## src/inc/msad_defs.svh

```systemverilog
/*
  address map constants of the memory space address decoder.
  assumes a 24-bit byte address and 16-bit data.
*/
`ifndef MSAD_DEFS_SVH
`define MSAD_DEFS_SVH
`define MSAD_ADDR_W      24
`define MSAD_SEG_LSB     16
`define MSAD_PAGE_LSB    14
`define MSAD_IMB_BASE    24'hffff00
`define MSAD_TRAP_BASE   24'hf00000
`define MSAD_EPMIR_BASE  24'he88000
`define MSAD_EMULATED_PROGRAM_SRAM_BASE 24'he80000
`define MSAD_PMIR_BASE   24'he08000
`define MSAD_PROGRAM_SRAM_BASE  24'he00000
`define MSAD_FRSV_BASE   24'hcd0000
`define MSAD_FLASH_BASE  24'hc00000
`define MSAD_EXT2_BASE   24'h400000
`define MSAD_EXTIO_BASE  24'h210000
`define MSAD_EXTIO_END   24'h3fffff
`define MSAD_LXRSV2_BASE 24'h20bc00
`define MSAD_LXALT_BASE  24'h208000
`define MSAD_LXRSV1_BASE 24'h206000
`define MSAD_LX_BASE     24'h200000
`define MSAD_EXT1_BASE   24'h010000
`define MSAD_SFR_BASE    24'h00fe00
`define MSAD_DUAL_PORT_RAM_BASE  24'h00f600
`define MSAD_DUAL_PORT_RAM_BIT   24'h00fd00
`define MSAD_DPRSV_BASE  24'h00f200
`define MSAD_EXTENDED_FUNCTION_REGISTER_AREA_BASE   24'h00f000
`define MSAD_EXTERNAL_FUNCTION_REGISTER_AREA_BASE   24'h00e000
`define MSAD_DATA_SRAM_BASE  24'h00a000
`define MSAD_DSRSV_BASE  24'h008000
`define MSAD_MIRROR_W    15
`define MSAD_FMOD_OFF_W  18
`define MSAD_SECT_LSB    12
`define MSAD_BLK_LSB     7
`define MSAD_LINE_LSB    4
`define MSAD_SECT_NUM    208
`define MSAD_CTRL_SECT   8'h0f
`define MSAD_PW_ADDR     24'hc00000
`endif

```

## src/inc/msad_pkg.sv

```systemverilog
/*
  types of the memory space address decoder.
  assumes msad_defs.svh for the numeric constants.
*/
package msad_pkg;
  typedef enum logic [3:0] {
    TGT_EXT, TGT_INTERNAL_PERIPHERAL_BUS, TGT_FLASH, TGT_PROGRAM_SRAM, TGT_EMULATED_PROGRAM_SRAM, TGT_DATA_SRAM,
    TGT_DUAL_PORT_RAM, TGT_SFR, TGT_EXTENDED_FUNCTION_REGISTER_AREA, TGT_EXTERNAL_FUNCTION_REGISTER_AREA, TGT_IMB, TGT_TRAP
  } msad_tgt_t;
  typedef enum logic [0:0] {PW_IDLE, PW_HALF} msad_pw_t;
  typedef struct packed {
    logic        if_valid;
    msad_tgt_t   if_tgt;
    logic [23:0] if_off;
    logic        if_sysbus;
    logic        if_nopipe;
    logic        if_trap;
    logic        da_valid;
    msad_tgt_t   da_tgt;
    logic [23:0] da_off;
    logic        da_we;
    logic [1:0]  da_be;
    logic [15:0] da_wdata;
    logic        da_sysbus;
    logic        da_nopipe;
    logic        da_trap;
    logic        da_wr_blk;
    logic        da_rd_blk;
    logic        da_bit_ok;
    logic [7:0]  da_sector;
    logic [4:0]  da_block;
    logic [19:0] da_line;
    logic        flash_par;
    logic        unlocked;
    msad_pw_t    pw_st;
  } msad_state_t;
endpackage : msad_pkg

```

## src/core/msad_decoder.sv

```systemverilog
/*
  memory space address decoder: routes fetch and data requests to targets.
  assumes requests from logic on i_clk and a single system clock.
*/
// Contract
// - space is 256 segments of 64 KB, four 16 KB pages each.
// - every location takes byte and word accesses.
// - dual-port RAM is 2 KB from 00'F600.
// - top 256 bytes of dual-port RAM are bit addressable.
// - bank holds 16 words or byte halves; bank locations are bit addressable (code sets o_da_bit_ok for them only while the bank lies in dual-port RAM).
// - reserved areas become external bus cycles where that bus exists.
// - no pipeline optimisation for 21'0000 to 3F'FFFF.
// - data memories and both register areas sit in segment 0.
// - all fetches go through the program-side memory unit.
// - all data transfers go through the data-side memory unit.
// - cross-unit cases go over the system bus.
// - system bus carries both directions at once.
// - program SRAM from E0'0000 with programmable write-protected part.
// - data SRAM from 00'A000 on its own interface.
// - two 512-byte register areas, registers word wide.
// - flash module 0 from C0'0000, modules up to 256 KB.
// - flash modules split into 4 KB sectors.
// - sectors write protected singly; programming in 128-byte blocks.
// - sector at C0'F000 is kept for internal use.
// - flash read protectable; password sequence lifts protection.
// - flash reads 128-bit lines; different modules work in parallel.
`include "msad_defs.svh"
`timescale 1ns/1ps
`default_nettype none
module msad_decoder (
  // clock and reset
  input  wire logic                    i_clk,
  input  wire logic                    i_rst,
  // configuration
  input  wire logic                    i_has_ebus,
  input  wire logic [15:0]             i_program_sram_wp_size,
  input  wire logic [`MSAD_SECT_NUM-1:0] i_flash_sect_wp,
  input  wire logic                    i_flash_rd_prot,
  input  wire logic [31:0]             i_flash_password,
  input  wire logic                    i_flash_relock,
  // instruction fetch request
  input  wire logic                    i_if_req,
  input  wire logic [23:0]             i_if_addr,
  // data request
  input  wire logic                    i_da_req,
  input  wire logic [23:0]             i_da_addr,
  input  wire logic                    i_da_we,
  input  wire logic                    i_da_byte,
  input  wire logic [15:0]             i_da_wdata,
  input  wire logic                    i_da_gpr,
  input  wire logic [3:0]              i_da_gpr_idx,
  input  wire logic [15:0]             i_da_cp,
  // fetch route
  output logic                         o_if_valid,
  output msad_pkg::msad_tgt_t          o_if_tgt,
  output logic [23:0]                  o_if_off,
  output logic                         o_if_sysbus,
  output logic                         o_if_nopipe,
  output logic                         o_if_trap,
  // data route
  output logic                         o_da_valid,
  output msad_pkg::msad_tgt_t          o_da_tgt,
  output logic [23:0]                  o_da_off,
  output logic                         o_da_we,
  output logic [1:0]                   o_da_be,
  output logic [15:0]                  o_da_wdata,
  output logic                         o_da_sysbus,
  output logic                         o_da_nopipe,
  output logic                         o_da_trap,
  output logic                         o_da_wr_blk,
  output logic                         o_da_rd_blk,
  output logic                         o_da_bit_ok,
  // flash side
  output logic [7:0]                   o_da_sector,
  output logic [4:0]                   o_da_block,
  output logic [19:0]                  o_da_line,
  output logic                         o_flash_par,
  output logic                         o_flash_unlocked
);
  import msad_pkg::*;

  msad_state_t q_q;
  msad_state_t d_d;

  msad_tgt_t   if_tgt;
  logic [23:0] if_off;
  logic [1:0]  if_fmod;
  logic        if_rsv;
  logic        if_extio;
  msad_tgt_t   da_tgt;
  logic [23:0] da_off;
  logic [1:0]  da_fmod;
  logic        da_rsv;
  logic        da_extio;
  logic [23:0] da_ea;
  logic [15:0] gpr_ofs;
  logic [7:0]  sect_idx;
  logic        sect_wp;
  logic        if_prog;
  logic        da_local;
  logic        da_flash;
  logic        da_dpr_top;
  logic        pw_hit;

  // bank registers: words at cp+2n, byte halves at cp+n
  assign gpr_ofs = i_da_byte ? {12'h000, i_da_gpr_idx}
                             : {11'h000, i_da_gpr_idx, 1'b0};
  // bank registers always live in segment 0
  assign da_ea = i_da_gpr ? {8'h00, i_da_cp + gpr_ofs} : i_da_addr;

  // full 24-bit decode; segment and page fall out of the address bits
  msad_region_decode u_if_dec (
    .i_addr     (i_if_addr),
    .i_has_ebus (i_has_ebus),
    .o_tgt      (if_tgt),
    .o_off      (if_off),
    .o_fmod     (if_fmod),
    .o_rsv      (if_rsv),
    .o_extio    (if_extio)
  );

  msad_region_decode u_da_dec (
    .i_addr     (da_ea),
    .i_has_ebus (i_has_ebus),
    .o_tgt      (da_tgt),
    .o_off      (da_off),
    .o_fmod     (da_fmod),
    .o_rsv      (da_rsv),
    .o_extio    (da_extio)
  );

  // flash sectors numbered 64 per module; module 3 has only 16
  assign sect_idx = {da_fmod, da_off[`MSAD_FMOD_OFF_W-1:`MSAD_SECT_LSB]};

  always_comb begin
    sect_wp = 1'b0;
    if (sect_idx < 8'(`MSAD_SECT_NUM)) begin
      sect_wp = i_flash_sect_wp[sect_idx];
    end
  end

  // program memories are the only targets the fetch unit owns
  assign if_prog = (if_tgt == TGT_FLASH) || (if_tgt == TGT_PROGRAM_SRAM) ||
                   (if_tgt == TGT_EMULATED_PROGRAM_SRAM);
  // data unit owns data sram, dual-port ram and register areas
  assign da_local = (da_tgt == TGT_DATA_SRAM) || (da_tgt == TGT_DUAL_PORT_RAM) ||
                    (da_tgt == TGT_SFR) || (da_tgt == TGT_EXTENDED_FUNCTION_REGISTER_AREA) ||
                    (da_tgt == TGT_IMB);
  assign da_flash = (da_tgt == TGT_FLASH);
  assign da_dpr_top = (da_ea >= `MSAD_DUAL_PORT_RAM_BIT) && (da_ea < `MSAD_SFR_BASE);
  // password is two word writes to the flash base, low half first
  assign pw_hit = i_da_req && i_da_we && !i_da_byte && !i_da_gpr &&
                  (i_da_addr == `MSAD_PW_ADDR);

  always_comb begin
    d_d = q_q;

    // fetch path, independent of the data path in every cycle
    d_d.if_valid  = i_if_req;
    d_d.if_tgt    = if_tgt;
    d_d.if_off    = if_off;
    // non-program fetches reach the data side over the system bus
    d_d.if_sysbus = i_if_req && !if_prog && (if_tgt != TGT_TRAP);
    d_d.if_nopipe = i_if_req && if_extio;
    d_d.if_trap   = i_if_req && (if_tgt == TGT_TRAP);

    // data path
    d_d.da_valid  = i_da_req;
    d_d.da_tgt    = da_tgt;
    d_d.da_off    = da_off;
    d_d.da_we     = i_da_req && i_da_we;
    d_d.da_wdata  = i_da_wdata;
    // byte lane from address bit 0, word takes both lanes
    if (i_da_byte) begin
      d_d.da_be = da_ea[0] ? 2'b10 : 2'b01;
    end else begin
      d_d.da_be = 2'b11;
    end
    // register areas are word wide; a byte write still lands in one lane
    if ((da_tgt == TGT_SFR) || (da_tgt == TGT_EXTENDED_FUNCTION_REGISTER_AREA)) begin
      d_d.da_off = {da_off[23:1], 1'b0};
    end
    // operands from program memory, program_sram writes, external and bus targets
    d_d.da_sysbus = i_da_req && !da_local && (da_tgt != TGT_TRAP);
    d_d.da_nopipe = i_da_req && da_extio;
    d_d.da_trap   = i_da_req && (da_tgt == TGT_TRAP);

    // write protection
    d_d.da_wr_blk = 1'b0;
    if (i_da_req && i_da_we) begin
      if ((da_tgt == TGT_PROGRAM_SRAM) && (da_off[15:0] < i_program_sram_wp_size)) begin
        d_d.da_wr_blk = 1'b1;
      end else if (da_flash && (da_fmod == 2'b00) &&
                   (da_off[`MSAD_FMOD_OFF_W-1:`MSAD_SECT_LSB] == 6'(`MSAD_CTRL_SECT))) begin
        d_d.da_wr_blk = 1'b1;
      end else if (da_flash && sect_wp && !q_q.unlocked) begin
        d_d.da_wr_blk = 1'b1;
      end else if (pw_hit) begin
        // password words are consumed, never written to the array
        d_d.da_wr_blk = 1'b1;
      end
    end

    // read protection of the whole flash area
    d_d.da_rd_blk = i_da_req && !i_da_we && da_flash &&
                    i_flash_rd_prot && !q_q.unlocked;

    // bit access: top 256 bytes of dual-port ram, or a bank location inside dual-port ram
    d_d.da_bit_ok = i_da_req && (da_tgt == TGT_DUAL_PORT_RAM) &&
                    (da_dpr_top || i_da_gpr);

    // flash geometry
    d_d.da_sector = sect_idx;
    d_d.da_block  = da_off[`MSAD_SECT_LSB-1:`MSAD_BLK_LSB];
    // one 128-bit line per access
    d_d.da_line   = da_off[`MSAD_ADDR_W-1:`MSAD_LINE_LSB];
    // both units in flash but different modules run side by side
    d_d.flash_par = i_if_req && i_da_req && (if_tgt == TGT_FLASH) &&
                    da_flash && (if_fmod != da_fmod);

    // password sequence; relock loses against a completing unlock
    case (q_q.pw_st)
      PW_IDLE: begin
        if (pw_hit && (i_da_wdata == i_flash_password[15:0])) begin
          d_d.pw_st = PW_HALF;
        end
      end
      PW_HALF: begin
        // any other data access aborts the sequence
        d_d.pw_st = PW_IDLE;
        if (!i_da_req) begin
          d_d.pw_st = PW_HALF;
        end else if (pw_hit && (i_da_wdata == i_flash_password[31:16])) begin
          d_d.unlocked = 1'b1;
        end
      end
      default: begin
        d_d.pw_st = PW_IDLE;
      end
    endcase
    if (i_flash_relock && !(d_d.unlocked && !q_q.unlocked)) begin
      d_d.unlocked = 1'b0;
    end
  end

  always_ff @(posedge i_clk) begin
    if (i_rst) begin
      q_q <= '0;
    end else begin
      q_q <= d_d;
    end
  end

  // registered outputs
  assign o_if_valid       = q_q.if_valid;
  assign o_if_tgt         = q_q.if_tgt;
  assign o_if_off         = q_q.if_off;
  assign o_if_sysbus      = q_q.if_sysbus;
  assign o_if_nopipe      = q_q.if_nopipe;
  assign o_if_trap        = q_q.if_trap;
  assign o_da_valid       = q_q.da_valid;
  assign o_da_tgt         = q_q.da_tgt;
  assign o_da_off         = q_q.da_off;
  assign o_da_we          = q_q.da_we;
  assign o_da_be          = q_q.da_be;
  assign o_da_wdata       = q_q.da_wdata;
  assign o_da_sysbus      = q_q.da_sysbus;
  assign o_da_nopipe      = q_q.da_nopipe;
  assign o_da_trap        = q_q.da_trap;
  assign o_da_wr_blk      = q_q.da_wr_blk;
  assign o_da_rd_blk      = q_q.da_rd_blk;
  assign o_da_bit_ok      = q_q.da_bit_ok;
  assign o_da_sector      = q_q.da_sector;
  assign o_da_block       = q_q.da_block;
  assign o_da_line        = q_q.da_line;
  assign o_flash_par      = q_q.flash_par;
  assign o_flash_unlocked = q_q.unlocked;
endmodule : msad_decoder
`default_nettype wire

```

## src/core/msad_region_decode.sv

```systemverilog
/*
  combinational region decode of one 24-bit address.
  assumes the caller registers the results.
*/
`include "msad_defs.svh"
`timescale 1ns/1ps
`default_nettype none
module msad_region_decode (
  // address in
  input  wire logic [23:0]       i_addr,
  input  wire logic              i_has_ebus,
  // decode out
  output msad_pkg::msad_tgt_t    o_tgt,
  output logic [23:0]            o_off,
  output logic [1:0]             o_fmod,
  output logic                   o_rsv,
  output logic                   o_extio
);
  import msad_pkg::*;
  logic [23:0] a;
  msad_tgt_t   rsv_tgt;
  assign a = i_addr;
  // reserved holes go out as external cycles only where a bus exists
  assign rsv_tgt = i_has_ebus ? TGT_EXT : TGT_TRAP;
  assign o_fmod = a[19:18];
  assign o_extio = (a >= `MSAD_EXTIO_BASE) && (a <= `MSAD_EXTIO_END);
  always_comb begin
    o_rsv = 1'b0;
    o_off = a;
    o_tgt = TGT_EXT;
    if (a >= `MSAD_IMB_BASE) begin
      o_tgt = TGT_IMB;
      o_off = a - `MSAD_IMB_BASE;
    end else if (a >= `MSAD_TRAP_BASE) begin
      o_tgt = TGT_TRAP;
    end else if (a >= `MSAD_EMULATED_PROGRAM_SRAM_BASE) begin
      o_tgt = TGT_EMULATED_PROGRAM_SRAM;
      o_off = {9'h000, a[`MSAD_MIRROR_W-1:0]};
    end else if (a >= `MSAD_PROGRAM_SRAM_BASE) begin
      o_tgt = TGT_PROGRAM_SRAM;
      o_off = {9'h000, a[`MSAD_MIRROR_W-1:0]};
    end else if (a >= `MSAD_FRSV_BASE) begin
      o_tgt = rsv_tgt;
      o_rsv = 1'b1;
    end else if (a >= `MSAD_FLASH_BASE) begin
      o_tgt = TGT_FLASH;
      o_off = {6'h00, a[`MSAD_FMOD_OFF_W-1:0]};
    end else if (a >= `MSAD_LXRSV2_BASE && a < `MSAD_EXTIO_BASE) begin
      o_tgt = rsv_tgt;
      o_rsv = 1'b1;
    end else if (a >= `MSAD_LXALT_BASE && a < `MSAD_EXTIO_BASE) begin
      o_tgt = TGT_INTERNAL_PERIPHERAL_BUS;
    end else if (a >= `MSAD_LXRSV1_BASE && a < `MSAD_EXTIO_BASE) begin
      o_tgt = rsv_tgt;
      o_rsv = 1'b1;
    end else if (a >= `MSAD_LX_BASE && a < `MSAD_EXTIO_BASE) begin
      o_tgt = TGT_INTERNAL_PERIPHERAL_BUS;
    end else if (a >= `MSAD_EXT1_BASE) begin
      o_tgt = TGT_EXT;
    end else if (a >= `MSAD_SFR_BASE) begin
      o_tgt = TGT_SFR;
      o_off = a - `MSAD_SFR_BASE;
    end else if (a >= `MSAD_DUAL_PORT_RAM_BASE) begin
      o_tgt = TGT_DUAL_PORT_RAM;
      o_off = a - `MSAD_DUAL_PORT_RAM_BASE;
    end else if (a >= `MSAD_DPRSV_BASE) begin
      o_tgt = rsv_tgt;
      o_rsv = 1'b1;
    end else if (a >= `MSAD_EXTENDED_FUNCTION_REGISTER_AREA_BASE) begin
      o_tgt = TGT_EXTENDED_FUNCTION_REGISTER_AREA;
      o_off = a - `MSAD_EXTENDED_FUNCTION_REGISTER_AREA_BASE;
    end else if (a >= `MSAD_EXTERNAL_FUNCTION_REGISTER_AREA_BASE) begin
      o_tgt = TGT_EXTERNAL_FUNCTION_REGISTER_AREA;
      o_off = a - `MSAD_EXTERNAL_FUNCTION_REGISTER_AREA_BASE;
    end else if (a >= `MSAD_DATA_SRAM_BASE) begin
      o_tgt = TGT_DATA_SRAM;
      o_off = a - `MSAD_DATA_SRAM_BASE;
    end else if (a >= `MSAD_DSRSV_BASE) begin
      o_tgt = rsv_tgt;
      o_rsv = 1'b1;
    end
  end
endmodule : msad_region_decode
`default_nettype wire

```

## config.mk

```make
export PLATFORM = sky130hd
export DESIGN_NAME = msad_decoder
export DESIGN_NICKNAME = d
export VERILOG_FILES = /design/src/inc/msad_pkg.sv /design/src/core/msad_decoder.sv /design/src/core/msad_region_decode.sv
export VERILOG_INCLUDE_DIRS = /design/src /design/src/inc
export SDC_FILE = /design/constraint.sdc
export NUM_CORES = 1
export LEC_CHECK = 0
export ABC_AREA = 1
export BUFFER_PORTS_ARGS = -buffer_cell sky130_fd_sc_hd__buf_2
export CAP_MARGIN = 30
export CORE_AREA = 4 4 179 181
export DETAILED_ROUTE_END_ITERATION = 8
export DIE_AREA = 0 0 183 185
export PLACE_DENSITY = 0.66
export SYNTH_ARGS = -nofsm -noshare
export SYNTH_HDL_FRONTEND = slang
export SYNTH_SLANG_ARGS = --single-unit
```

## constraint.sdc

```tcl
create_clock -name i_clk -period 10.3 [get_ports i_clk]
set_input_delay 0.515 -clock i_clk [delete_from_list [all_inputs] [get_ports i_clk]]
set_output_delay 0.515 -clock i_clk [all_outputs]
set_load 0.005 [all_outputs]
```

# After elaboration in Yosys (flattened, before gate mapping)
# Index checks and enable logic that the tools add are counted.
[word_totals] regBits=122 latchBits=0 ramBits=0 rom_bits=0 input_bits=350 wordCells=255 mem_count=0
[classes] n_addsub=13 multipliers=0 n_div=0 order_cmp=47 n_eq_ne=19 n_shift=0 n_mux=88 bitwise=2 reduce_logical=61
[ops] cell="$mux W24" count=35
[ops] cell="$ge A24 B16 Y1 const B" count=15
[ops] cell="$ge A24 B24 Y1 const B" count=12
[ops] cell="$ge A24 B22 Y1 const B" count=10
[ops] cell="$sub A24 B16 Y24 const B" count=10
[ops] cell="$mux W4" count=37
[ops] cell="$ge A24 B17 Y1 const B" count=2
[ops] cell="$le A24 B22 Y1 const B" count=2
[ops] cell="$lt A24 B22 Y1 const B" count=2
[ops] cell="$sub A24 B24 Y24 const B" count=2
[ops] cell="$logic_and A1 B1 Y1" count=42
[ops] cell="$eq A16 B16 Y1" count=2
[ops] cell="$eq A24 B24 Y1 const B" count=1
[ops] cell="$lt A24 B16 Y1 const B" count=1
[ops] cell="$add A16 B5 Y16" count=1
[ops] cell="$eq A4 B2 Y1 const B" count=4
[ops] cell="$eq A4 B3 Y1 const B" count=4
[ops] cell="$eq A4 B4 Y1 const B" count=4
[ops] cell="$lt A16 B16 Y1" count=1
[ops] cell="$mux W1" count=11
[ops] cell="$lt A8 B9 Y1 const B" count=1
[ops] cell="$bmux W1 S8" count=1
[ops] cell="$logic_or A1 B1 Y1" count=8
[ops] cell="$lt A8 B8 Y1 const B" count=1
[ops] cell="other kinds (10)" count=21

# Depth between registers and ports, before layout
# Gate-level depths: netlist of the first run.
[logic_depth] ltp_word=30 mapped_depth=40

# By module
# Synthesis of the first run repeated with hierarchy kept, for this count alone.
[unflattened] cells_unflattened=1901 area_unflattened_um2=10958.0
[modules_own_cells] module="msad_decoder" instances=1 cells_per_inst=1248 area_each_um2=7513.5 seq_area_each_um2=1821.7
[modules_own_cells] module="msad_region_decode (u_da_dec)" instances=1 cells_per_inst=328 area_each_um2=1761.7 seq_area_each_um2=0.0
[modules_own_cells] module="msad_region_decode (u_if_dec)" instances=1 cells_per_inst=325 area_each_um2=1682.9 seq_area_each_um2=0.0

# Worst setup path before layout of the first run
# OpenSTA, ideal clock, no wires.
[synth_path] path_type="in2reg" startpoint="input i_da_byte" endpoint="register q_q, in the netlist o_da_wr_blk" setup_ns=0.070 t_arrival_ns=4.540 required_time_ns=10.230 setup_slack_ns=5.690 path_stages=35 path_cell_list="clkbuf_1 nand2_1 inv_1 ha_1 inv_1 fa_1 inv_1 nand2_1 nand2_1 nand3_1 nand2_2 nand3_1 nand3_1 nand2_1 ha_1 inv_1 nor2_1 nand3_1 nor2_1 nor2_1 nand2_1 nand3_1 nand2_2 nand3_4 inv_2 buf_6 buf_4 ha_1 nor3b_1 o2111ai_1 o2111ai_1 nand3b_1 o21ai_0 nor2_1 a21oi_1"
[synth_lines] element="start: declaration" line_no="msad_decoder.sv:48" text="input wire logic i_da_byte,"
[synth_lines] element="end signal: assignment" line_no="msad_decoder.sv:248" text="q_q <= '0;"
[synth_lines] element="end signal: assignment" line_no="msad_decoder.sv:250" text="q_q <= d_d;"
[synth_lines] element="end: declaration" line_no="msad_decoder.sv:82" text="msad_state_t q_q;"

# Worst setup path after layout of the first run
[layout_path] startpoint="input i_da_byte" endpoint="register q_q, in the netlist o_da_wr_blk"
[layout_via] elab_chain_cells=29 elab_cells_between_ends=88 classes_between="add/sub: 7; order compare: 21; eq/ne: 3; mux: 44; reduce/logical: 13"
[layout_rtl] element="$mux W5" line_no="msad_decoder.sv:106" text="assign gpr_ofs = i_da_byte ? {12'h000, i_da_gpr_idx}"
[layout_rtl] element="$add A16 B5 Y16" line_no="msad_decoder.sv:109" text="assign da_ea = i_da_gpr ? {8'h00, i_da_cp + gpr_ofs} : i_da_addr;"
[layout_rtl] element="$mux W24" line_no="msad_decoder.sv:109"
[layout_rtl] element="$sub A24 B16 Y24 (no source line) or $ge A24 B16 Y1 (tied branches)"
[layout_rtl] element="$mux W24" line_no="msad_region_decode.sv:75" text="end else if (a >= `MSAD_DATA_SRAM_BASE) begin"
[layout_rtl] element="$mux W24" line_no="msad_region_decode.sv:72" text="end else if (a >= `MSAD_EXTERNAL_FUNCTION_REGISTER_AREA_BASE) begin"
[layout_rtl] element="$mux W24" line_no="msad_region_decode.sv:69" text="end else if (a >= `MSAD_EXTENDED_FUNCTION_REGISTER_AREA_BASE) begin"
[layout_rtl] element="$mux W24" line_no="msad_region_decode.sv:66" text="end else if (a >= `MSAD_DPRSV_BASE) begin"
[layout_rtl] element="[... 12 more ...]"
[layout_rtl] element="$mux W24" line_no="msad_region_decode.sv:31" text="if (a >= `MSAD_IMB_BASE) begin"
[layout_rtl] element="$bmux W1 S8" line_no="msad_decoder.sv:138" text="sect_wp = i_flash_sect_wp[sect_idx];"
[layout_rtl] element="$mux W1 (not written as such)" line_no="msad_decoder.sv:138"
[layout_rtl] element="$mux W1" line_no="msad_decoder.sv:137" text="if (sect_idx < 8'(`MSAD_SECT_NUM)) begin"
[layout_rtl] element="$logic_and A1 B1 Y1 (2 in a row)" line_no="msad_decoder.sv:196" text="end else if (da_flash && sect_wp && !q_q.unlocked) begin"
[layout_rtl] element="$mux W1" line_no="msad_decoder.sv:196"
[layout_rtl] element="$mux W1" line_no="msad_decoder.sv:193" text="end else if (da_flash && (da_fmod == 2'b00) &&"
[layout_rtl] element="$mux W1 (*)" line_no="msad_decoder.sv:191" text="if ((da_tgt == TGT_PROGRAM_SRAM) && (da_off[15:0] < i_program_sram_wp_size)) begin"
# Mark *: on every way between the ends. The rest lies on a longest branch, timed or not. The select of a mux whose other input is x is not followed.
# A chain may end at the register's enable or synchronous reset.

==> qor.yml, run 1 <==
start_kind: "input port"
dp_hpwl_mm: 37.4
post-route-min-period_ns: 6.09
r2r-start: "q_q[0]"
syn_inst: 1741
top_layer: "met4"
max_freq_mhz: 164
worstSkewPairLatency_ns: 0.35
ant_nets: 0
status: "complete, no violations"
max_slew_margin_pct: 34.8
cp_top_family: "simple AND/OR/NAND/NOR gates"
grt_pass1_wl_mm: 67.1
die-area_mm2: 0.0339
post-route-util_pct: 40.2
cts_tree: "built"
arrival_ns: 6.38
ys_types: 52
maxCapViolCount: 0
drv_slew: 0
setup_viol: 0
antenna_found_initial: 3
final_nets: 2450
hold_path.class: "in -> reg"
wl_per_cell_um: 18.4
slowest_stage: "buf_4"
die_h_um: 185
tightest_slew_ns: 0.979
area_growth_pct: 20.7
critPathMaxStageDelay_ns: 0.62
rows: 64
cp.required_ns: 10.59
avgSynthCellArea_um2: 5.82
endpoint_kind: "register"
worst-path-stages: 33
wl_met1_mm: 19.1
dpl.cell_count: 2445
p_per_area_mw_per_mm2: 98.8
cts_buffers: 9
final_hold_viol_count: 0
fill_cells: 3456
cts-resized-gates: 0
crit_buf_inv: 7
crit_path_max_fanout: 83
gp_congestion: 0.997
syn_area_mm2: 0.0101
whs_path_depth: 2
core_area_mm2: 0.0304
crit_end: "o_da_wr_blk"
fin_area_mm2: 0.0122
clk_path_buf_depth: 2
route.met2.wl_mm: 21.5
initial_utilization_pct: 33.3
groute.usage.overall_pct: 25.0
routed_wl_mm: 45.4
clk_pin_slew_ns: 0.08
post-route-period-util_pct: 59.1
r2r_cells: 8
die_width_um: 183
htreeDepth: 3
syn_nets: 2131
first_pass_iters: 6
yosysWarningCount: 0
place_area_mm2: 0.0119
via_count: 12800
ctsHoldBuffers: 0
rsz0062_at_grt: "false"
cts.sinks: 91
skew_ns: 0.00535
path_class: "in -> reg"
grt_overflow_total: 0
port_buffers: 470
ios: 471
dr_wl_met3_mm: 3.57
grt_pass1_vias: 12000
viasPerCell: 5.18
drc_errors: 0
drive_gt1_share_pct: 26.4
fin_cells: 2464
worst_ir_drop_vdd_mv: 0.0703
r2r_slack_ns: 9.03
drtIter0Drc: 1021
cts-root-buf: "clkbuf_16"
p_leak_uw: 0.00677
grt_max_degree: 84
cp-startpoint: "i_da_byte"
fin_setup_tns_ns: 0
ys_ff_latch: 91
seq_area_frac_synth_pct: 18.0
postCtsSetupRepairBufs: 0
rr_endpoint: "o_flash_unlocked"
path_common_cell: "nand2_1"
-- synth_stat cells (all sizes together) --
library cell / count / area share (%)
nand2: 469 / 18
nand3: 271 / 14
inv: 204 / 7.6
nor2: 179 / 7.1
buf: 150 / 10
dfxtp: 91 / 18
a21oi: 72 / 3.6
o21ai: 64 / 3.2
nand4: 46 / 3.0
ha: 39 / 4.8
xor2: 35 / 3.0
nor3: 28 / 1.4
clkbuf: 18 / 0.67
nor4: 13 / 0.80
or2: 6 / 0.37
a211oi: 5 / 0.37
a221oi: 5 / 0.43
nand3b: 5 / 0.37
o211ai: 5 / 0.37
o21a: 4 / 0.30
o31ai: 4 / 0.30
a31oi: 3 / 0.19
o2111ai: 3 / 0.26
o22ai: 3 / 0.19
xnor2: 3 / 0.26
clkinv: 2 / 0.074
nor3b: 2 / 0.15
o221ai: 2 / 0.17
or4: 2 / 0.15
a2111oi: 1 / 0.086
a21boi: 1 / 0.074
a311oi: 1 / 0.086
and3: 1 / 0.062
fa: 1 / 0.20
mux2i: 1 / 0.099
o21bai: 1 / 0.074
o41ai: 1 / 0.086
-- worst min path at each step --
stage	end	start	slack (ns)
2_1_floorplan	o_flash_unlocked	o_flash_unlocked	0.45
3_3_place_gp	q_q[0]	q_q[0]	0.50
3_5_place_dp	o_flash_unlocked	o_flash_unlocked	0.50
4_1_cts	o_flash_unlocked	i_flash_relock	0.33
5_1_grt	o_flash_unlocked	i_flash_relock	0.34
6_report	o_flash_unlocked	i_flash_relock	0.35
-- cell type report --
type | count | area (um2) | area share [%]
multi-input combinational | 1276 | 6400 | 52.4
timing repair buffer | 476 | 2420 | 19.8
sequential | 91 | 1820 | 14.9
inverter | 206 | 773 | 6.32
tap | 396 | 495 | 4.05
clock buffer | 9 | 225 | 1.84
clock inverter | 7 | 82.6 | 0.675
antenna | 3 | 7.51 | 0.0614
-- power by group --
| part | internal [uW] | switching (uW) |
|---|---|---|
| logic | 177 | 303 |
| registers | 372 | 8.94 |
| clock network | 193 | 155 |
| total | 742 | 467 |
-- state kept, by name, indices dropped and copies added (netlist names), 2 cells and up --
signal       flops
o_if_tgt         4
o_da_sector      2
o_da_off        24
o_da_wdata      16
o_da_be          2
o_if_off        24
o_da_tgt         4
-- per-layer routing --
metal  vias up  GRT usage [%]
met5         -              0
met4         0           6.76
met3        66           3.28
met2       648           42.6
met1      5855           33.4
li1       6200              -
-- cells by family after synthesis --
| group | after synthesis | synth area share (%) |
|---|---|---|
| mux | 1 | 0.0988 |
| flops | 91 | 18.0 |
| buf+inv | 374 | 18.8 |
| xor+xnor | 38 | 3.29 |
| compound gates | 175 | 9.84 |
| fa+ha+maj | 40 | 5.01 |
| simple gates | 1022 | 45.0 |
-- through the flow --
step	setup WS, ns	total power [uW]	hold slack, ns
after floorplan	5.69	699	0.454
after global placement	3.66	859	0.496
after detailed placement	3.98	862	0.497
after CTS	4.35	1220	0.333
after global routing	3.65	1290	0.341
final	4.21	1210	0.353
-- cells in the final DEF (no fill, tap or decap), types with 3 or more instances in the layout --
master and n:
nand4_1 45, a211oi_1 5, inv_2 10, o2111ai_1 3, o21ai_0 58, nand3_2 4
ha_1 39, a31oi_1 3, nor2_1 166, xnor2_1 3, nand3b_1 5, nor2_4 3
a221oi_1 5, o21a_1 4, nand2_1 456, inv_1 194, a21oi_1 70, o22ai_1 3
buf_4 5, nand2_2 10, nor2_2 10, o21ai_1 4, o211ai_1 5, o31ai_1 4
diode_2 3, nor4_1 13, buf_2 470, xor2_1 35, nand2_4 3, or2_2 6
nand3_1 266, dfxtp_1 91, nor3_1 27, clkbuf_16 9
-- worst register-to-register path: cells and delay by family (launching register included) --
| kind | cells | cell delay (ns) |
|---|---|---|
| AO/OA/AOI/OAI | 4 | 0.43 |
| buffers and inverters | 1 | 0.08 |
| AND/OR/NAND/NOR | 3 | 0.36 |
| flip-flops | 1 | 0.33 |
Power figures use the tool's default switching activity.
==> run 2, diff against run 1 <==
--- a/config.mk
+++ b/config.mk
@@ -6,13 +6,13 @@
 export SDC_FILE = /design/constraint.sdc
 export NUM_CORES = 1
 export LEC_CHECK = 0
-export ABC_AREA = 1
+export ABC_AREA = 0
 export BUFFER_PORTS_ARGS = -buffer_cell sky130_fd_sc_hd__buf_2
 export CAP_MARGIN = 30
-export CORE_AREA = 4 4 179 181
+export CORE_AREA = 4 4 181 183
 export DETAILED_ROUTE_END_ITERATION = 8
-export DIE_AREA = 0 0 183 185
-export PLACE_DENSITY = 0.66
+export DIE_AREA = 0 0 185 187
+export PLACE_DENSITY = 0.67
 export SYNTH_ARGS = -nofsm -noshare
 export SYNTH_HDL_FRONTEND = slang
 export SYNTH_SLANG_ARGS = --single-unit
==> constraint.sdc (replaced) <==
create_clock -name i_clk -period 5.5 [get_ports i_clk]
set_input_delay 0.275 -clock i_clk [delete_from_list [all_inputs] [get_ports i_clk]]
set_output_delay 0.275 -clock i_clk [all_outputs]
set_load 0.005 [all_outputs]
==> run 2 against run 1 <==
  * Hold slack worse by 0.20 ns
  * Cell count down 10%
  * Synthesized cell count down 23%
  * Critical path depth down 6
  * Synthesized area down 0.73%
  * Sequential share of layout area down 1.3 points
  * Critical endpoint unchanged
  * First-iteration DRC count down 20%
  * Register-to-register slack worse by 5.1 ns
  * Combinational power up 140%
  * Clock skew up 0.0097 ns
  * Largest cell class unchanged
==> qor.yml, run 2 <==
via_count: 12000
core_area_mm2: 0.0312
tightest_slew_ns: 0.969
cts_buffers: 9
endpoint_kind: "register"
initial_utilization_pct: 32.2
cts_tree: "built"
start_kind: "input port"
drive_gt1_share_pct: 39.6
htreeDepth: 3
groute.usage.overall_pct: 24.6
r2r_cells: 2
drtIter0Drc: 818
post-route-period-util_pct: 97.0
skew_ns: 0.0151
syn_nets: 1735
ys_ff_latch: 91
grt_pass1_wl_mm: 67.0
grt_overflow_total: 0
hold_path.class: "in -> reg"
max_freq_mhz: 187
drc_errors: 0
viasPerCell: 5.42
area_growth_pct: 33.2
syn_area_mm2: 0.0101
post-route-min-period_ns: 5.34
first_pass_iters: 5
p_seq_share_pct: 28.0
synthTopCellsByCount: "nor2_1 (122), nand2_1 (115), buf_4 (114)"
synth.area.top_cells: "dfxtp_1 (18%), buf_4 (8.5%), mux2i_1 (5.9%)"
avgSynthCellArea_um2: 7.48
port_buffers: 470
p_leak_uw: 0.00634
antenna_found_initial: 12
yosys.area.top_type_share_pct: 18.1
grt_pass1_vias: 11900
drv_slew: 0
final_hold_viol_count: 0
clk_path_buf_depth: 2
async_reset_ff_share_pct: 0
die_h_um: 187
synth_most_common_cell: "nor2_1"
worstSkewPairLatency_ns: 0.36
arrival_ns: 5.58
whs_path_depth: 2
final_cell_mix: "buf_2 (470), buf_4 (138), nor2_1 (122)"
cts.sinks: 91
rows: 65
status: "complete, no violations"
p_per_area_mw_per_mm2: 190
routed_wl_mm: 45.3
power_frac_comb_pct: 45.9
clk_pin_slew_ns: 0.08
yosysTopAreaCell: "dfxtp_1"
cts-root-buf: "clkbuf_16"
worst_ir_drop_vdd_mv: 0.124
setup_viol: 0
maxCapViolCount: 0
p_switching_uw: 929
max_slew_margin_pct: 33.7
ys.flop_type: "dfxtp_1"
ios: 471
synth-edff-count: 0
crit_path_max_fanout: 7
grt_max_degree: 50
final_nets: 2182
dp_hpwl_mm: 38.6
place_area_mm2: 0.0130
yosysWarningCount: 0
ys_types: 106
p_int_uw: 1620
die_width_um: 185
cp.required_ns: 5.74
post-route-util_pct: 42.9
syn_inst: 1345
seq_area_frac_synth_pct: 18.1
die-area_mm2: 0.0346
wl_per_cell_um: 20.6
fin_area_mm2: 0.0134
ant_nets: 0
ctsHoldBuffers: 0
p_clk_share_pct: 26.0
gp_congestion: 0.957
layout_commonest_cell: "buf_2"
power.share.switching_pct: 36.5
path_class: "in -> reg"
[run 2: changes by cell type after synthesis, moves of 31 or more]
cell	delta
nand2_1	-341
inv_1	-153
a211oi_1	+35
nor2_1	-44
xnor2_1	+42
mux2i_1	+58
xor2_1	-31
nand3_1	-219
nor2b_1	+52
[run 2: path summary, 6_finish.rpt]
kind	start	end	slack [ns]
max reg2reg	o_flash_unlocked	o_da_rd_blk	3.97
min reg2reg	o_flash_unlocked	o_flash_unlocked	0.55
min	i_if_addr[1]	o_if_off[1]	0.15
max	i_da_byte	o_da_wr_blk	0.16
[run 2: area by class of cell]
cell class	instances	area, um2
fill	3232	17800
multi-input combinational	1029	7030
timing repair buffer	615	3530
sequential	91	1820
tap	402	503
clock buffer	10	239
inverter	46	176
clock inverter	6	77.6
antenna	7	17.5
[run 2: logic make-up after synthesis]
logic type	share of synthesized area (%)
AOI/OAI and AO/OA	24.9
adders and majority gates	5.05
buffers and inverters	13.6
xor gates and xnor gates	4.27
muxes	7.93
and+or+nand+nor	26.2
DFF	18.1
[run 2: repair_timing]
item,in CTS,in global routing
gates resized for setup,0,3
buffers inserted,0,2
endpoints found under the setup margin,0,1
[run 2: routing by layer]
metal | up-vias | share of wire (%) | wire length (um) | GRT usage, %
met5 | - | 0.15 | 67 | 0
met4 | 10 | 3.2 | 1460 | 8.72
met3 | 87 | 8.3 | 3780 | 5.19
met2 | 640 | 50 | 22600 | 44.4
met1 | 5503 | 38 | 17400 | 28.5
li1 | 5713 | - | - | -
[run 2: worst max-delay path, cell delays in order]
cell	delay (ns)
buf_2	0.17
and2_4	0.17
ha_4	0.13
inv_2	0.04
fa_2	0.38
nand2b_4	0.16
a2111oi_4	0.36
a2111oi_0	0.12
or2_4	0.26
inv_4	0.06
ha_4	0.11
nand3_2	0.05
or3_4	0.39
or4b_1	0.52
o41ai_2	0.42
a211oi_2	0.12
o311ai_4	0.14
nand3_4	0.18
ha_4	0.31
o2111ai_2	0.08
a21oi_1	0.17
nor4_1	0.07
nand4b_1	0.12
and2_1	0.19
o2111ai_1	0.16
nor4_2	0.28
a211oi_2	0.11
[run 2: power by group through the flow]
stage               Combinational (uW)  Sequential, uW  Clock (uW)
floorplan                          693             725           0
global placement                  1150             729           0
detailed placement                1160             730           0
CTS                               1160             715         691
global route                      1270             718         713
finish                            1170             714         663
[run 2: metrics by stage]
step / TNS, ns / worst slack, ns / instances / total power, uW / hold WS, ns
2_1_floorplan: 0 / 0.0147 / 1345 / 1420 / 0.352
3_3_place_gp: -0.0885 / -0.0885 / 2181 / 1880 / 0.514
3_5_place_dp: -0.149 / -0.149 / 2181 / 1890 / 0.515
4_1_cts: 0 / 0.208 / 2197 / 2570 / 0.136
5_1_grt: -0.0637 / -0.0637 / 2206 / 2700 / 0.176
6_report: 0 / 0.163 / 2206 / 2550 / 0.151
==> run 3, diff against run 2 <==
--- a/config.mk
+++ b/config.mk
@@ -10,6 +10,7 @@
 export BUFFER_PORTS_ARGS = -buffer_cell sky130_fd_sc_hd__buf_2
 export CAP_MARGIN = 30
 export CORE_AREA = 4 4 181 183
+export CTS_BUF_LIST = sky130_fd_sc_hd__clkbuf_4 sky130_fd_sc_hd__clkbuf_8 sky130_fd_sc_hd__clkbuf_16
 export DETAILED_ROUTE_END_ITERATION = 8
 export DIE_AREA = 0 0 185 187
 export PLACE_DENSITY = 0.67
==> constraint.sdc (replaced) <==
create_clock -name i_clk -period 5.5 [get_ports i_clk]
set_input_delay 0.55 -clock i_clk [delete_from_list [all_inputs] [get_ports i_clk]]
set_output_delay 0.55 -clock i_clk [all_outputs]
set_load 0.005 [all_outputs]
==> run 3 against run 2 <==
  * Die area unchanged
  * Hold slack better by 0.28 ns
  * Sequential power about the same
  * Setup slack worse by 0.069 ns
  * Cell area up 3.3%
  * Non-clock buffer count up 41
==> qor.yml, run 3 (synthesis gave the netlist of run 2 again) <==
timing.hold.ws_ns: 0.436
tightest_slew_ns: 0.723
finalWorstSetupSlack_ns: 0.0941
clk_pin_slew_ns: 0.08
post-route-min-period_ns: 5.41
worst_ir_drop_vdd_mv: 0.165
cp-startpoint: "i_da_byte"
p_leak_uw: 0.00658
cts_tree: "built"
ctsHoldBuffers: 0
cp.required_ns: 5.76
port_buffers: 470
final_cell_mix: "buf_2 (469), buf_4 (177), nor2_1 (121)"
viasPerCell: 5.38
p_per_area_mw_per_mm2: 188
die_h_um: 187
ios: 471
max_slew_margin_pct: 51.3
grt_pass1_wl_mm: 68.0
cts.sinks: 91
maxCapViolCount: 0
setup_viol: 0
min_from: "i_da_byte"
final_hold_viol_count: 0
final_nets: 2223
wl_per_cell_um: 20.7
max_freq_mhz: 185
grt_max_degree: 49
area_growth_pct: 37.6
post-place-ws_ns: -0.483
dp_hpwl_mm: 39.1
core_area_mm2: 0.0312
r2r-start: "o_flash_unlocked"
drv_slew: 0
drc_errors: 0
die-area_mm2: 0.0346
rsz0062_at_grt: "true"
drtIter0Drc: 737
r2r_slack_ns: 3.96
worstSkewPairLatency_ns: 0.35
rows: 65
clk_path_buf_depth: 2
hold_path.class: "in -> reg"
status: "complete, no violations"
via_count: 12100
cts_buffers: 9
first_pass_iters: 5
routed_wl_mm: 46.4
post-route-period-util_pct: 98.3
start_kind: "input port"
initial_utilization_pct: 32.2
htreeDepth: 3
path_class: "in -> reg"
crit_path_max_fanout: 7
grt_overflow_total: 0
die_width_um: 185
layout_commonest_cell: "buf_2"
endpoint_kind: "register"
grt_pass1_vias: 11900
cts-root-buf: "clkbuf_16"
arrival_ns: 5.67
gp_congestion: 0.937
drive_gt1_share_pct: 41.6
skew_ns: 0.00625
ant_nets: 0
groute.usage.overall_pct: 25.0
antenna_found_initial: 8
[run 3: cell count changes in the layout (fill, tap and decap cells not counted), moves of 2 or more]
| cell | change |
|---|---|
| a211oi_1 | -2 |
| buf_12 | +2 |
| buf_4 | +39 |
| diode_2 | -3 |
| o21ai_0 | -2 |
| ha_4 | +2 |
[run 3: stage by stage]
| stage | power (uW) | util (%) | TNS [ns] | instance area, um2 | instances |
|---|---|---|---|---|---|
| after floorplan | 1420 | - | -0.260 | 10200 | 1345 |
| after global placement | 1910 | 42.7 | -0.389 | 13300 | 2217 |
| after detailed placement | 1910 | 42.7 | -0.483 | 13300 | 2217 |
| after CTS | 2610 | 43.9 | 0 | 13700 | 2235 |
| after global routing | 2760 | 44.3 | -0.110 | 13800 | 2242 |
| final | 2600 | 44.3 | 0 | 13800 | 2244 |
[run 3: worst paths after layout]
kind	end	depth (start not counted)
min	o_da_be[0]	2
max	o_da_wr_blk	28
min reg2reg	q_q[0]	2
max reg2reg	o_da_rd_blk	2
[run 3: critical path, stage by stage]
cell and delay (ns):
buf_4 0.13, and2_4 0.16, ha_4 0.13, inv_2 0.04, fa_2 0.39, nand2b_4 0.16, a2111oi_4 0.33, a2111oi_2 0.08
or2_4 0.25, inv_4 0.06, ha_4 0.11, nand3_2 0.04, or3_4 0.39, or4_4 0.56, buf_4 0.17, o22ai_2 0.07
a21oi_1 0.09, xnor2_1 0.15, ha_1 0.20, buf_4 0.13, o21a_1 0.18, o2111ai_2 0.16, a21oi_1 0.07, nor4_1 0.31
nand4b_1 0.18, and2_4 0.19, a21bo_2 0.21, a211oi_2 0.17
[run 3: what timing repair did]
action / 4_1_cts / 5_1_grt
pin swaps: 9 / 11
setup buffers: 2 / 4
setup endpoints to repair: 1 / 1
cloned: 0 / 1
resized for setup: 8 / 16
endpoints found under the hold margin: 0 / 0
[run 3: cell type report]
class / instances / area (um2)
clock buffers: 10 / 239
diodes: 4 / 10.0
well taps: 402 / 503
repair buffers: 656 / 3880
flip-flops and latches: 91 / 1820
fillers: 3207 / 17400
multi-input cells: 1029 / 7120
clock inverters: 6 / 80.1
inverters: 46 / 176
[run 3: metal layers]
layer	GRT usage (%)	wire, um	up-vias
met2	45.2	23000	590
met5	0	41	-
met3	4.53	3480	90
met1	30.1	18400	5585
met4	7.28	1430	6
li1	-	-	5794
[run 3: power breakdown]
group	internal (uW)	switching, uW
combinational	577	642
sequential	698	16.4
clock	376	293
total	1650	951
